[src/rtl/sdram_init_pkg.sv]
// constants, command codes and states for the synchronous dram power-up and mode-set controller
// assumes a 200 MHz system clock that is also forwarded as the dram command clock
package sdram_init_pkg;
    localparam int unsigned CLK_PERIOD_PS = 5000;
    localparam int unsigned PS_PER_NS = 1000;
    localparam int unsigned PS_PER_US = 1000000;
    // printed times
    localparam int unsigned T_RESET_HOLD_US = 200;
    localparam int unsigned T_CKE_LOW_US = 500;
    localparam int unsigned T_CKE_SETUP_NS = 10;
    localparam int unsigned MIN_CLK_BEFORE_CKE = 5;
    localparam int unsigned T_DLLK_CK = 512;
    // part-dependent times, plain defaults
    localparam int unsigned T_XPR_NS = 170;
    localparam int unsigned T_MOD_NS = 60;
    localparam int unsigned T_XPDLL_NS = 24;
    localparam int unsigned T_MRD_CK = 4;
    localparam int unsigned T_ZQINIT_CK = 512;

    function automatic int unsigned cyc_up(input int unsigned ps);
        int unsigned c;
        c = (ps + CLK_PERIOD_PS - 1) / CLK_PERIOD_PS;
        return (c == 0) ? 1 : c;
    endfunction : cyc_up

    localparam int unsigned RESET_HOLD_CYC = cyc_up(T_RESET_HOLD_US * PS_PER_US);
    localparam int unsigned CKE_LOW_CYC = cyc_up(T_CKE_LOW_US * PS_PER_US) - 1;
    localparam int unsigned CKE_SETUP_CYC = cyc_up(T_CKE_SETUP_NS * PS_PER_NS);
    localparam int unsigned XPR_CYC = cyc_up(T_XPR_NS * PS_PER_NS);
    localparam int unsigned MRD_CYC = T_MRD_CK;
    localparam int unsigned MOD_RAW = cyc_up(T_MOD_NS * PS_PER_NS);
    localparam int unsigned MOD_CYC = (MOD_RAW > MRD_CYC) ? MOD_RAW : MRD_CYC;
    localparam int unsigned XPDLL_RAW = cyc_up(T_XPDLL_NS * PS_PER_NS);
    localparam int unsigned CL_GAP_CYC = (XPDLL_RAW > MOD_CYC) ? XPDLL_RAW : MOD_CYC;
    localparam int unsigned DLLK_CYC = T_DLLK_CK;
    localparam int unsigned ZQINIT_CYC = T_ZQINIT_CK;

    localparam int unsigned CNT_W = 17;
    localparam int unsigned MODE_W = 17;
    localparam logic [MODE_W-1:0] MR0_RSVD_MASK = 17'h1_2084;
    localparam int unsigned MR0_DLL_RESET_BIT = 8;
    localparam int unsigned MR1_DLL_OFF_BIT = 0;
    localparam int unsigned ZQ_LONG_BIT = 10;
    localparam logic [MODE_W-1:0] MR_RESET = 17'h0_0000;

    // register map, byte offsets
    localparam int unsigned OFF_W = 8;
    localparam logic [OFF_W-1:0] OFF_CTRL = 8'h00;
    localparam logic [OFF_W-1:0] OFF_STATUS = 8'h04;
    localparam logic [OFF_W-1:0] OFF_MR0 = 8'h08;
    localparam logic [OFF_W-1:0] OFF_MRS_REQ = 8'h18;
    localparam int unsigned OFF_STEP = 4;
    localparam int unsigned CTRL_REINIT = 0;
    localparam int unsigned CTRL_ODT_ALLOW = 1;
    localparam int unsigned CTRL_CL_CHANGE = 2;
    localparam int unsigned ST_DONE_BIT = 0;
    localparam int unsigned ST_BUSY_BIT = 1;
    localparam int unsigned ST_PEND_BIT = 2;
    localparam int unsigned ST_STATE_LSB = 4;

    typedef struct packed {
        logic cs_n;
        logic ras_n;
        logic cas_n;
        logic we_n;
    } ddr_cmd_s;
    localparam ddr_cmd_s CMD_NOP = 4'h7;
    localparam ddr_cmd_s CMD_DES = 4'hf;
    localparam ddr_cmd_s CMD_MRS = 4'h0;
    localparam ddr_cmd_s CMD_ZQ = 4'h6;

    typedef enum logic [3:0] {
        ST_HOLD, ST_CKE_WAIT, ST_XPR, ST_MRS, ST_MRS_GAP, ST_ZQ, ST_ZQ_WAIT, ST_READY, ST_RT_GAP
    } init_state_e;

    // programming order: register two, three, one, then base
    function automatic logic [1:0] init_target(input logic [1:0] step);
        case (step)
            2'h0: return 2'h2;
            2'h1: return 2'h3;
            2'h2: return 2'h1;
            default: return 2'h0;
        endcase
    endfunction : init_target
endpackage : sdram_init_pkg

[src/rtl/sdram_init_mode_program.sv]
// host-side sequencer: dram power-up, mode register programming, long calibration, run-time mode sets
// assumes sys_clk is also the dram clock and an ahb-lite master owns the control registers
//
// Summary of operation
// - hold power_on_clear_n low at least 200 us after power is stable.
// - clock_gate_enable low at least 10 ns before power_on_clear_n rises.
// - keep clock_gate_enable low 500 us minus one clock after reset release.
// - clock runs at least 10 ns and five cycles before clock_gate_enable high.
// - termination_enable low at least input setup time before clock_gate_enable rises.
// - after clock_gate_enable rises: only idle or deselect, enable kept high.
// - after exit-reset delay program mode registers two, three, one, base.
// - mode register two is addressed with bank bits 0,1,0.
// - init write to register one enables the dll and sets termination.
// - init write to base register requests dll reset; lock takes 512 cycles.
// - then long calibration; wait calibration delay and dll lock before ready.
// - each mode set supplies every field of its register.
// - mode set only with all banks idle, precharged, no burst.
// - consecutive mode sets spaced at least the mode-set cycle time.
// - after a mode set only idle commands until mode-update delay.
// - clock_gate_enable high from mode set until power-down delay passes.
// - cas latency change waits dll-off power-down exit before other commands.
// - termination_enable held low from mode set until mode-update delay.
// - base register bits 16, 13, 7 and 2 written as zero.
`timescale 1ns/1ps
module sdram_init_mode_program #(
    parameter int unsigned RESET_HOLD_CYC = sdram_init_pkg::RESET_HOLD_CYC,
    parameter int unsigned CKE_LOW_CYC = sdram_init_pkg::CKE_LOW_CYC
) (
    input wire logic sys_clk,
    input wire logic rst,
    input wire logic hsel,
    input wire logic [31:0] haddr,
    input wire logic [1:0] htrans,
    input wire logic hwrite,
    input wire logic [2:0] hsize,
    input wire logic [31:0] hwdata,
    input wire logic hready,
    output logic hreadyout,
    output logic hresp,
    output logic [31:0] hrdata,
    input wire logic banks_idle,
    output logic power_on_clear_n,
    output logic clock_gate_enable,
    output logic termination_enable,
    output sdram_init_pkg::ddr_cmd_s ddr_cmd,
    output logic [2:0] bank_select_bits,
    output logic [sdram_init_pkg::MODE_W-1:0] mode_addr
);
    localparam int unsigned CW = sdram_init_pkg::CNT_W;
    localparam int unsigned MW = sdram_init_pkg::MODE_W;

    // bus slave: zero-wait writes, one wait state on reads so hrdata comes from a flop
    logic wr_ff, rd_ff;
    logic [sdram_init_pkg::OFF_W-1:0] addr_ff;
    logic [31:0] hrdata_ff;
    wire take = hsel && htrans[1] && hready;
    always_ff @(posedge sys_clk) begin
        if (rst) begin
            wr_ff <= 1'b0;
            rd_ff <= 1'b0;
            addr_ff <= '0;
        end else begin
            wr_ff <= take && hwrite;
            rd_ff <= take && !hwrite;
            if (take) begin
                addr_ff <= haddr[sdram_init_pkg::OFF_W-1:0];
            end
        end
    end
    assign hreadyout = !rd_ff;
    assign hresp = 1'b0;
    assign hrdata = hrdata_ff;

    wire wr_ctrl = wr_ff && (addr_ff == sdram_init_pkg::OFF_CTRL);
    wire wr_req = wr_ff && (addr_ff == sdram_init_pkg::OFF_MRS_REQ);

    // software shadows of the four mode registers, sent whole on every mode set
    logic [MW-1:0] mr_ff [4];
    genvar gi;
    generate
        for (gi = 0; gi < 4; gi++) begin : g_mr
            wire hit = wr_ff && (addr_ff == 8'(sdram_init_pkg::OFF_MR0 + gi * sdram_init_pkg::OFF_STEP));
            always_ff @(posedge sys_clk) begin
                if (rst) begin
                    mr_ff[gi] <= sdram_init_pkg::MR_RESET;
                end else if (hit) begin
                    mr_ff[gi] <= hwdata[MW-1:0];
                end
            end
        end
    endgenerate

    logic odt_allow_ff, cl_change_ff, rt_pend_ff, init_done_ff;
    logic [1:0] rt_sel_ff;
    sdram_init_pkg::init_state_e state_ff, nxt_state;
    wire rt_issue = (state_ff == sdram_init_pkg::ST_READY) && rt_pend_ff && banks_idle;
    wire reinit = wr_ctrl && hwdata[sdram_init_pkg::CTRL_REINIT];

    always_ff @(posedge sys_clk) begin
        if (rst) begin
            odt_allow_ff <= 1'b0;
            cl_change_ff <= 1'b0;
            rt_pend_ff <= 1'b0;
            rt_sel_ff <= 2'h0;
        end else begin
            if (wr_ctrl) begin
                odt_allow_ff <= hwdata[sdram_init_pkg::CTRL_ODT_ALLOW];
                cl_change_ff <= hwdata[sdram_init_pkg::CTRL_CL_CHANGE];
            end
            // a new request written in the issue cycle wins over the clear
            if (wr_req) begin
                rt_pend_ff <= 1'b1;
                rt_sel_ff <= hwdata[1:0];
            end else if (rt_issue) begin
                rt_pend_ff <= 1'b0;
            end
        end
    end

    wire [3:0] state_code = state_ff;
    wire [31:0] status_word = {24'h00_0000, state_code, 1'b0, rt_pend_ff,
                               (state_ff != sdram_init_pkg::ST_READY), init_done_ff};
    wire [31:0] ctrl_word = {29'h0000_0000, cl_change_ff, odt_allow_ff, 1'b0};
    wire [2:0] rd_idx = 3'((addr_ff - sdram_init_pkg::OFF_MR0) >> 2);
    wire rd_mr = (addr_ff >= sdram_init_pkg::OFF_MR0) && (addr_ff < sdram_init_pkg::OFF_MRS_REQ)
                 && (addr_ff[1:0] == 2'h0);
    wire [31:0] rd_mux = (addr_ff == sdram_init_pkg::OFF_CTRL) ? ctrl_word :
                         (addr_ff == sdram_init_pkg::OFF_STATUS) ? status_word :
                         (addr_ff == sdram_init_pkg::OFF_MRS_REQ) ? {30'h0000_0000, rt_sel_ff} :
                         rd_mr ? {15'h0000, mr_ff[rd_idx[1:0]]} : 32'h0000_0000;
    always_ff @(posedge sys_clk) begin
        if (rst) begin
            hrdata_ff <= 32'h0000_0000;
        end else if (rd_ff) begin
            hrdata_ff <= rd_mux;
        end
    end

    // sequencer
    logic [CW-1:0] wait_ff, nxt_wait, dll_ff;
    logic [1:0] step_ff, nxt_step;
    logic pocn_ff, cke_ff, odt_ff;
    sdram_init_pkg::ddr_cmd_s cmd_ff, nxt_cmd;
    logic [2:0] bank_ff, nxt_bank;
    logic [MW-1:0] maddr_ff, nxt_maddr;
    wire wait_done = (wait_ff == '0);
    wire [1:0] init_tgt = sdram_init_pkg::init_target(step_ff);

    // full image of the target register; reserved base bits forced to zero
    function automatic logic [MW-1:0] mr_image(input logic [1:0] tgt, input logic initial_pass,
                                               input logic [MW-1:0] sw);
        logic [MW-1:0] v;
        v = sw;
        if (tgt == 2'h0) begin
            v = v & ~sdram_init_pkg::MR0_RSVD_MASK;
            if (initial_pass) begin
                v[sdram_init_pkg::MR0_DLL_RESET_BIT] = 1'b1;
            end
        end
        if (tgt == 2'h1 && initial_pass) begin
            v[sdram_init_pkg::MR1_DLL_OFF_BIT] = 1'b0;
        end
        return v;
    endfunction : mr_image

    always_comb begin
        nxt_state = state_ff;
        nxt_wait = wait_done ? wait_ff : wait_ff - 1'b1;
        nxt_step = step_ff;
        nxt_cmd = sdram_init_pkg::CMD_NOP;
        nxt_bank = 3'h0;
        nxt_maddr = '0;
        case (state_ff)
            sdram_init_pkg::ST_HOLD: begin
                if (wait_done) begin
                    nxt_state = sdram_init_pkg::ST_CKE_WAIT;
                    nxt_wait = CW'(CKE_LOW_CYC - 1);
                end
            end
            sdram_init_pkg::ST_CKE_WAIT: begin
                if (wait_done) begin
                    nxt_state = sdram_init_pkg::ST_XPR;
                    nxt_wait = CW'(sdram_init_pkg::XPR_CYC - 1);
                end
            end
            sdram_init_pkg::ST_XPR: begin
                if (wait_done) begin
                    nxt_state = sdram_init_pkg::ST_MRS;
                    nxt_step = 2'h0;
                end
            end
            sdram_init_pkg::ST_MRS: begin
                nxt_cmd = sdram_init_pkg::CMD_MRS;
                nxt_bank = {1'b0, init_tgt};
                nxt_maddr = mr_image(init_tgt, 1'b1, mr_ff[init_tgt]);
                nxt_state = sdram_init_pkg::ST_MRS_GAP;
                nxt_wait = (step_ff == 2'h3) ? CW'(sdram_init_pkg::MOD_CYC - 1)
                                             : CW'(sdram_init_pkg::MRD_CYC - 1);
            end
            sdram_init_pkg::ST_MRS_GAP: begin
                if (wait_done) begin
                    nxt_step = step_ff + 2'h1;
                    nxt_state = (step_ff == 2'h3) ? sdram_init_pkg::ST_ZQ : sdram_init_pkg::ST_MRS;
                end
            end
            sdram_init_pkg::ST_ZQ: begin
                nxt_cmd = sdram_init_pkg::CMD_ZQ;
                nxt_maddr[sdram_init_pkg::ZQ_LONG_BIT] = 1'b1;
                nxt_state = sdram_init_pkg::ST_ZQ_WAIT;
                nxt_wait = CW'(sdram_init_pkg::ZQINIT_CYC - 1);
            end
            sdram_init_pkg::ST_ZQ_WAIT: begin
                if (wait_done && dll_ff == '0) begin
                    nxt_state = sdram_init_pkg::ST_READY;
                end
            end
            sdram_init_pkg::ST_READY: begin
                if (reinit) begin
                    nxt_state = sdram_init_pkg::ST_HOLD;
                    nxt_wait = CW'(RESET_HOLD_CYC - 1);
                end else if (rt_issue) begin
                    nxt_cmd = sdram_init_pkg::CMD_MRS;
                    nxt_bank = {1'b0, rt_sel_ff};
                    nxt_maddr = mr_image(rt_sel_ff, 1'b0, mr_ff[rt_sel_ff]);
                    nxt_state = sdram_init_pkg::ST_RT_GAP;
                    nxt_wait = cl_change_ff ? CW'(sdram_init_pkg::CL_GAP_CYC - 1)
                                            : CW'(sdram_init_pkg::MOD_CYC - 1);
                end
            end
            sdram_init_pkg::ST_RT_GAP: begin
                if (wait_done) begin
                    nxt_state = sdram_init_pkg::ST_READY;
                end
            end
            default: begin
                nxt_state = sdram_init_pkg::ST_HOLD;
                nxt_wait = CW'(RESET_HOLD_CYC - 1);
            end
        endcase
    end

    wire nxt_pocn = (nxt_state != sdram_init_pkg::ST_HOLD);
    // clock gate rises only after the low time and stays high through every later state until a reinit returns to ST_HOLD
    // the free-running clock has run the whole low time before the gate rises
    wire nxt_cke = nxt_pocn && (nxt_state != sdram_init_pkg::ST_CKE_WAIT);
    // termination only while ready and allowed by the control register, never during the mode-update delay in ST_RT_GAP
    wire nxt_odt = odt_allow_ff && (nxt_state == sdram_init_pkg::ST_READY);
    wire mr0_init = (state_ff == sdram_init_pkg::ST_MRS) && (init_tgt == 2'h0);

    always_ff @(posedge sys_clk) begin
        if (rst) begin
            state_ff <= sdram_init_pkg::ST_HOLD;
            wait_ff <= CW'(RESET_HOLD_CYC - 1);
            step_ff <= 2'h0;
            dll_ff <= '0;
            init_done_ff <= 1'b0;
            pocn_ff <= 1'b0;
            cke_ff <= 1'b0;
            odt_ff <= 1'b0;
            cmd_ff <= sdram_init_pkg::CMD_NOP;
            bank_ff <= 3'h0;
            maddr_ff <= '0;
        end else begin
            state_ff <= nxt_state;
            wait_ff <= nxt_wait;
            step_ff <= nxt_step;
            // lock time counted from the base register write
            dll_ff <= mr0_init ? CW'(sdram_init_pkg::DLLK_CYC) : (dll_ff == '0 ? dll_ff : dll_ff - 1'b1);
            init_done_ff <= (nxt_state == sdram_init_pkg::ST_READY) || (nxt_state == sdram_init_pkg::ST_RT_GAP);
            pocn_ff <= nxt_pocn;
            cke_ff <= nxt_cke;
            odt_ff <= nxt_odt;
            cmd_ff <= nxt_cmd;
            bank_ff <= nxt_bank;
            maddr_ff <= nxt_maddr;
        end
    end

    assign power_on_clear_n = pocn_ff;
    assign clock_gate_enable = cke_ff;
    assign termination_enable = odt_ff;
    assign ddr_cmd = cmd_ff;
    assign bank_select_bits = bank_ff;
    assign mode_addr = maddr_ff;

    // helper counters watched only by the checks below
    localparam logic [CW-1:0] SAT = '1;
    logic [CW-1:0] low_cnt, cke_low_cnt, since_mrs, since_zq, since_mr0;
    wire is_mrs = (cmd_ff == sdram_init_pkg::CMD_MRS);
    always_ff @(posedge sys_clk) begin
        if (rst) begin
            low_cnt <= '0;
            cke_low_cnt <= '0;
            since_mrs <= SAT;
            since_zq <= '0;
            since_mr0 <= '0;
        end else begin
            low_cnt <= pocn_ff ? '0 : (low_cnt == SAT ? SAT : low_cnt + 1'b1);
            cke_low_cnt <= (!pocn_ff || cke_ff) ? '0 : (cke_low_cnt == SAT ? SAT : cke_low_cnt + 1'b1);
            since_mrs <= is_mrs ? CW'(1) : (since_mrs == SAT ? SAT : since_mrs + 1'b1);
            since_zq <= (cmd_ff == sdram_init_pkg::CMD_ZQ) ? CW'(1) : (since_zq == SAT ? SAT : since_zq + 1'b1);
            since_mr0 <= (is_mrs && bank_ff == 3'h0) ? CW'(1) : (since_mr0 == SAT ? SAT : since_mr0 + 1'b1);
        end
    end

    AST_RESET_HOLD: assert property (@(posedge sys_clk) disable iff (rst)
        $rose(power_on_clear_n) |-> low_cnt >= CW'(RESET_HOLD_CYC))
        else $error("reset released too early");
    AST_CKE_LOW_BEFORE_RELEASE: assert property (@(posedge sys_clk) disable iff (rst)
        $rose(power_on_clear_n) |-> !clock_gate_enable && $past(!clock_gate_enable, 2))
        else $error("clock gate not low before reset release");
    AST_CKE_LOW_TIME: assert property (@(posedge sys_clk) disable iff (rst)
        $rose(clock_gate_enable) |-> cke_low_cnt == CW'(CKE_LOW_CYC))
        else $error("clock gate low time wrong");
    AST_ODT_LOW_INIT: assert property (@(posedge sys_clk) disable iff (rst)
        !init_done_ff |-> !termination_enable)
        else $error("termination raised during init");
    AST_CKE_HELD: assert property (@(posedge sys_clk) disable iff (rst)
        $past(clock_gate_enable) && power_on_clear_n |-> clock_gate_enable)
        else $error("clock gate dropped");
    AST_MR2_FIRST: assert property (@(posedge sys_clk) disable iff (rst)
        $past(state_ff, 2) == sdram_init_pkg::ST_XPR && is_mrs |-> bank_select_bits == 3'h2)
        else $error("first mode set not to register two");
    AST_MR0_RSVD: assert property (@(posedge sys_clk) disable iff (rst)
        is_mrs && bank_select_bits == 3'h0 |-> (mode_addr & sdram_init_pkg::MR0_RSVD_MASK) == '0)
        else $error("reserved base bits set");
    AST_INIT_DLL: assert property (@(posedge sys_clk) disable iff (rst)
        is_mrs && !init_done_ff && bank_select_bits == 3'h0 |-> mode_addr[sdram_init_pkg::MR0_DLL_RESET_BIT])
        else $error("init base write lacks dll reset");
    AST_MRS_SPACING: assert property (@(posedge sys_clk) disable iff (rst)
        is_mrs |-> $past(since_mrs) >= CW'(sdram_init_pkg::MRD_CYC))
        else $error("mode sets too close");
    AST_MOD_IDLE: assert property (@(posedge sys_clk) disable iff (rst)
        !is_mrs && ddr_cmd != sdram_init_pkg::CMD_NOP && ddr_cmd != sdram_init_pkg::CMD_DES
        |-> since_mrs >= CW'(sdram_init_pkg::MOD_CYC))
        else $error("command inside mode update delay");
    AST_ODT_MOD: assert property (@(posedge sys_clk) disable iff (rst)
        termination_enable |-> since_mrs >= CW'(sdram_init_pkg::MOD_CYC))
        else $error("termination inside mode update delay");
    AST_READY_WAITS: assert property (@(posedge sys_clk) disable iff (rst)
        $rose(init_done_ff) |-> since_zq >= CW'(sdram_init_pkg::ZQINIT_CYC)
                                && since_mr0 >= CW'(sdram_init_pkg::DLLK_CYC))
        else $error("ready before calibration and dll lock");
endmodule : sdram_init_mode_program

[config.mk]
export PLATFORM = sky130hd
export DESIGN_NAME = sdram_init_mode_program
export DESIGN_NICKNAME = d
export VERILOG_FILES = /design/src/rtl/sdram_init_pkg.sv /design/src/rtl/sdram_init_mode_program.sv
export SDC_FILE = /design/constraint.sdc
export NUM_CORES = 1
export LEC_CHECK = 0
export ABC_CLOCK_PERIOD_IN_PS = 3400
export BUFFER_PORTS_ARGS = -buffer_cell sky130_fd_sc_hd__buf_2
export CORE_MARGIN = 2
export CORE_UTILIZATION = 35
export CTS_BUF_LIST = sky130_fd_sc_hd__clkbuf_16
export DETAILED_ROUTE_END_ITERATION = 8
export PLACE_DENSITY = 0.65
export REMOVE_ABC_BUFFERS = 1
export SKIP_CTS_REPAIR_TIMING = 1
export SLEW_MARGIN = 40
export SYNTH_ARGS = -nofsm -noshare
export SYNTH_HDL_FRONTEND = slang
export SYNTH_SLANG_ARGS = --single-unit
[constraint.sdc]
create_clock -name sys_clk -period 3.4 [get_ports sys_clk]
set_input_delay 0.34 -clock sys_clk [delete_from_list [all_inputs] [get_ports sys_clk]]
set_output_delay 0.34 -clock sys_clk [all_outputs]
set_load 0.05 [all_outputs]
==> impl_metrics.env <==
export IMPL_postLayoutSetupSlackWorst_ns=0.909
export IMPL_max_cap_viol_count=0
export IMPL_leakagePower_nw=3.60
export IMPL_dr_pass1_iters=5
export IMPL_grt_met1_usage_pct=21.1
export IMPL_gp_congestion=0.837
export IMPL_synthCells=775
export IMPL_startpoint_type="register"
export IMPL_std_cell_rows=56
export IMPL_crit_path_end_kind="register"
export IMPL_synth_most_common_cell="dfxtp_1"
export IMPL_fin_tns_setup_ns=0
export IMPL_ys_warn_count=0
export IMPL_layout_drive_gt1_share_pct=23.2
export IMPL_grt_overflow_total=0
export IMPL_grtUsageMet3_pct=3.58
export IMPL_grt_pass1_wl_um=33000
export IMPL_async_flop_share_pct=0
export IMPL_grt_setup_unrepaired="false"
export IMPL_crit_chain="or4_1 > nand2b_2 > o311ai_1 > and3b_1 > a31oi_1"
export IMPL_track_usage_pct=16.6
export IMPL_clockBufferDepth=2
export IMPL_syn_area_um2=8400
export IMPL_floorplan_die_area_um2=25200
export IMPL_yosysTopAreaCellShare_pct=24.3
export IMPL_fin_skew_ns=0.0119
export IMPL_cts_buffers=17
export IMPL_die_h_um=159
export IMPL_ys_types=65
export IMPL_cp_top_family="simple AND/OR/NAND/NOR gates"
export IMPL_power_per_cell_area_nw_per_um2=515
export IMPL_min_from="hwrite"
export IMPL_antenna_found_initial=1
export IMPL_cp_max_fo=15
export IMPL_ir_worst_vdd_v=0.000353
export IMPL_worst_path_largest_cell_delay_ns=0.75
export IMPL_vias_per_cell=5.28
export IMPL_use_met2_pct=28.7
export IMPL_avgSynthCellArea_um2=10.8
export IMPL_ys_seq_area_share_pct=47.9
export IMPL_root_buffer="clkbuf_16"
export IMPL_slew_viol_final=0
export IMPL_syn_to_final_growth_pct=15.4
export IMPL_arrival_ns=2.84
export IMPL_ios=136
export IMPL_synth_seq_cells=167
export IMPL_worstPathRequired_ns=3.75
export IMPL_cts_tree="built"
export IMPL_fmax_mhz=402
export IMPL_ys_top_cells_by_area="edfxtp_1 (24%), dfxtp_1 (24%), mux4_2 (14%), and2_1 (5.7%), nor2_1 (3.3%)"
export IMPL_critPathLaunch="wait_ff[4]$_SDFF_PP1_"
export IMPL_wl_per_cell_um=17.8
export IMPL_grt_pass1_vias=6136
export IMPL_detailed_place_hpwl_um=13600
export IMPL_hold_violations=0
export IMPL_clkSinkCount=167
export IMPL_hp_class="input port to register"
export IMPL_min_period_ns=2.49
export IMPL_finalSetupViolCount=0
export IMPL_ys_flop_type="dfxtp_1"
export IMPL_path_buf_inv=0
export IMPL_relSlewSlack_pct=46.1
export IMPL_tightest_slew_ns=0.802
export IMPL_grt_max_degree=43
export IMPL_die_w_um=159
export IMPL_wirelength_um=20900
export IMPL_nNetsFinal=926
export IMPL_cp_slowest_cell="or4_1"
export IMPL_drc_errors=0
export IMPL_pre_cts_slack_ns=0.959
export IMPL_vias=6206
export IMPL_io_buffers=74
export IMPL_critPathKind="register to register"
export IMPL_drt_initial_drc_count=484
export IMPL_worstReg2RegStart="wait_ff[4]$_SDFF_PP1_"
export IMPL_post_synth_top_area_cell="edfxtp_1"
export IMPL_core_um2=23500
export IMPL_start_util_pct=35.7
export IMPL_htreeDepth=4
export IMPL_clk_pin_slew_ns=0.07
export IMPL_grt_busiest_layer="met2"
export IMPL_period_share_pct=73.3
export IMPL_synthTopCellsByCount="dfxtp_1 (99), and2_1 (76), nor2_1 (73), edfxtp_1 (68), nand2_1 (67)"
export IMPL_ant_nets=0
export IMPL_clk_latency_ns=0.44
export IMPL_synth_edf_count=68
export IMPL_outcome="finished, final reports clean"
report_power, final:
| group | switching [mW] | internal (mW) | total, mW | leakage (nW) |
|---|---|---|---|---|
| logic | 0.416 | 0.321 | 0.737 | 1.80 |
| registers | 0.0945 | 2.18 | 2.27 | 1.50 |
| clock network | 0.860 | 1.12 | 1.98 | 0.306 |
| total | 1.37 | 3.62 | 4.99 | 3.60 |
cells by family after synthesis:
family | share of synthesized area, %
other cells | 0.0447
mux | 14.5
xor+xnor | 2.82
simple gates | 20.1
buf+inv | 4.20
fa+ha+maj | 1.19
compound gates | 9.14
flops | 47.9
layout by cell type, fill, tap and decap left out, types with 4 or more instances in the layout:
cell and n:
or3_1 10, inv_1 10, dfxtp_1 98, mux2i_1 6
clkbuf_16 19, nand2_1 67, xor2_1 10, a221oi_1 4
or4_1 4, or2_2 5, a22oi_1 20, nor3_1 27
a21oi_1 38, and2_1 76, and3_1 4, nand4_1 6
ha_1 8, conb_1 18, nand3_1 16, o21bai_1 4
nand2b_1 6, mux4_2 51, edfxtp_1 68, inv_6 5
nor4_1 5, buf_4 23, o21ai_0 21, xnor2_1 17
buf_2 73, nor2_1 73
cell type report:
cell class	instances	area, µm²
Clock inverter	13	125
Timing Repair Buffer	96	538
Multi-Input combinational cell	552	4090
Sequential cell	167	4030
Fill cell	2300	13900
Tap cell	319	399
Inverter	9	33.8
Clock buffer	19	475
Antenna cell	1	2.50
per-layer routing:
metal | vias up | share of wire (%) | wire length (µm)
met2 | 202 | 50 | 10400
met1 | 3032 | 43 | 8950
met3 | 28 | 6.2 | 1300
li1 | 2944 | - | -
met4 | 0 | 1.2 | 257
met5 | - | 0 | 0
sequential cells by signal, summed over array words and instances (netlist names), named ones only:
| signal | cells |
|---|---|
| addr_ff | 8 |
| bank_select_bits | 2 |
| cl_change_ff | 1 |
| clock_gate_enable | 1 |
| ddr_cmd | 2 |
| dll_ff | 17 |
| hrdata | 17 |
| init_done_ff | 1 |
| mode_addr | 17 |
| mr_ff | 68 |
| odt_allow_ff | 1 |
| power_on_clear_n | 1 |
| rd_ff | 1 |
| rt_pend_ff | 1 |
| rt_sel_ff | 2 |
| state_code | 4 |
| step_ff | 2 |
| termination_enable | 1 |
| wait_ff | 17 |
| wr_ff | 1 |
per-stage QoR:
step                area [µm²]  std cells  hold WS (ns)  utilization (%)  total power [mW]
floorplan                 8140        728         0.402                -              2.88
global route              9680       1175        0.0888             41.1              5.19
finish                    9690       1176        0.0891             41.1              4.99
CTS                       9680       1175        0.0849             41.1              5.02
global placement          9080       1143         0.444             38.6              3.04
detailed placement        9080       1143         0.450             38.6              3.05
worst paths after layout:
kind / depth (start not counted) / end / slack (ns)
max reg2reg: 5 / power_on_clear_n$_SDFF_PP0_ / 0.91
min reg2reg: 2 / addr_ff[6]$_SDFFE_PP0P_ / 0.46
min: 2 / rd_ff$_SDFF_PP0_ / 0.09
max: 5 / power_on_clear_n$_SDFF_PP0_ / 0.91
(Power assumes the default switching activity.)
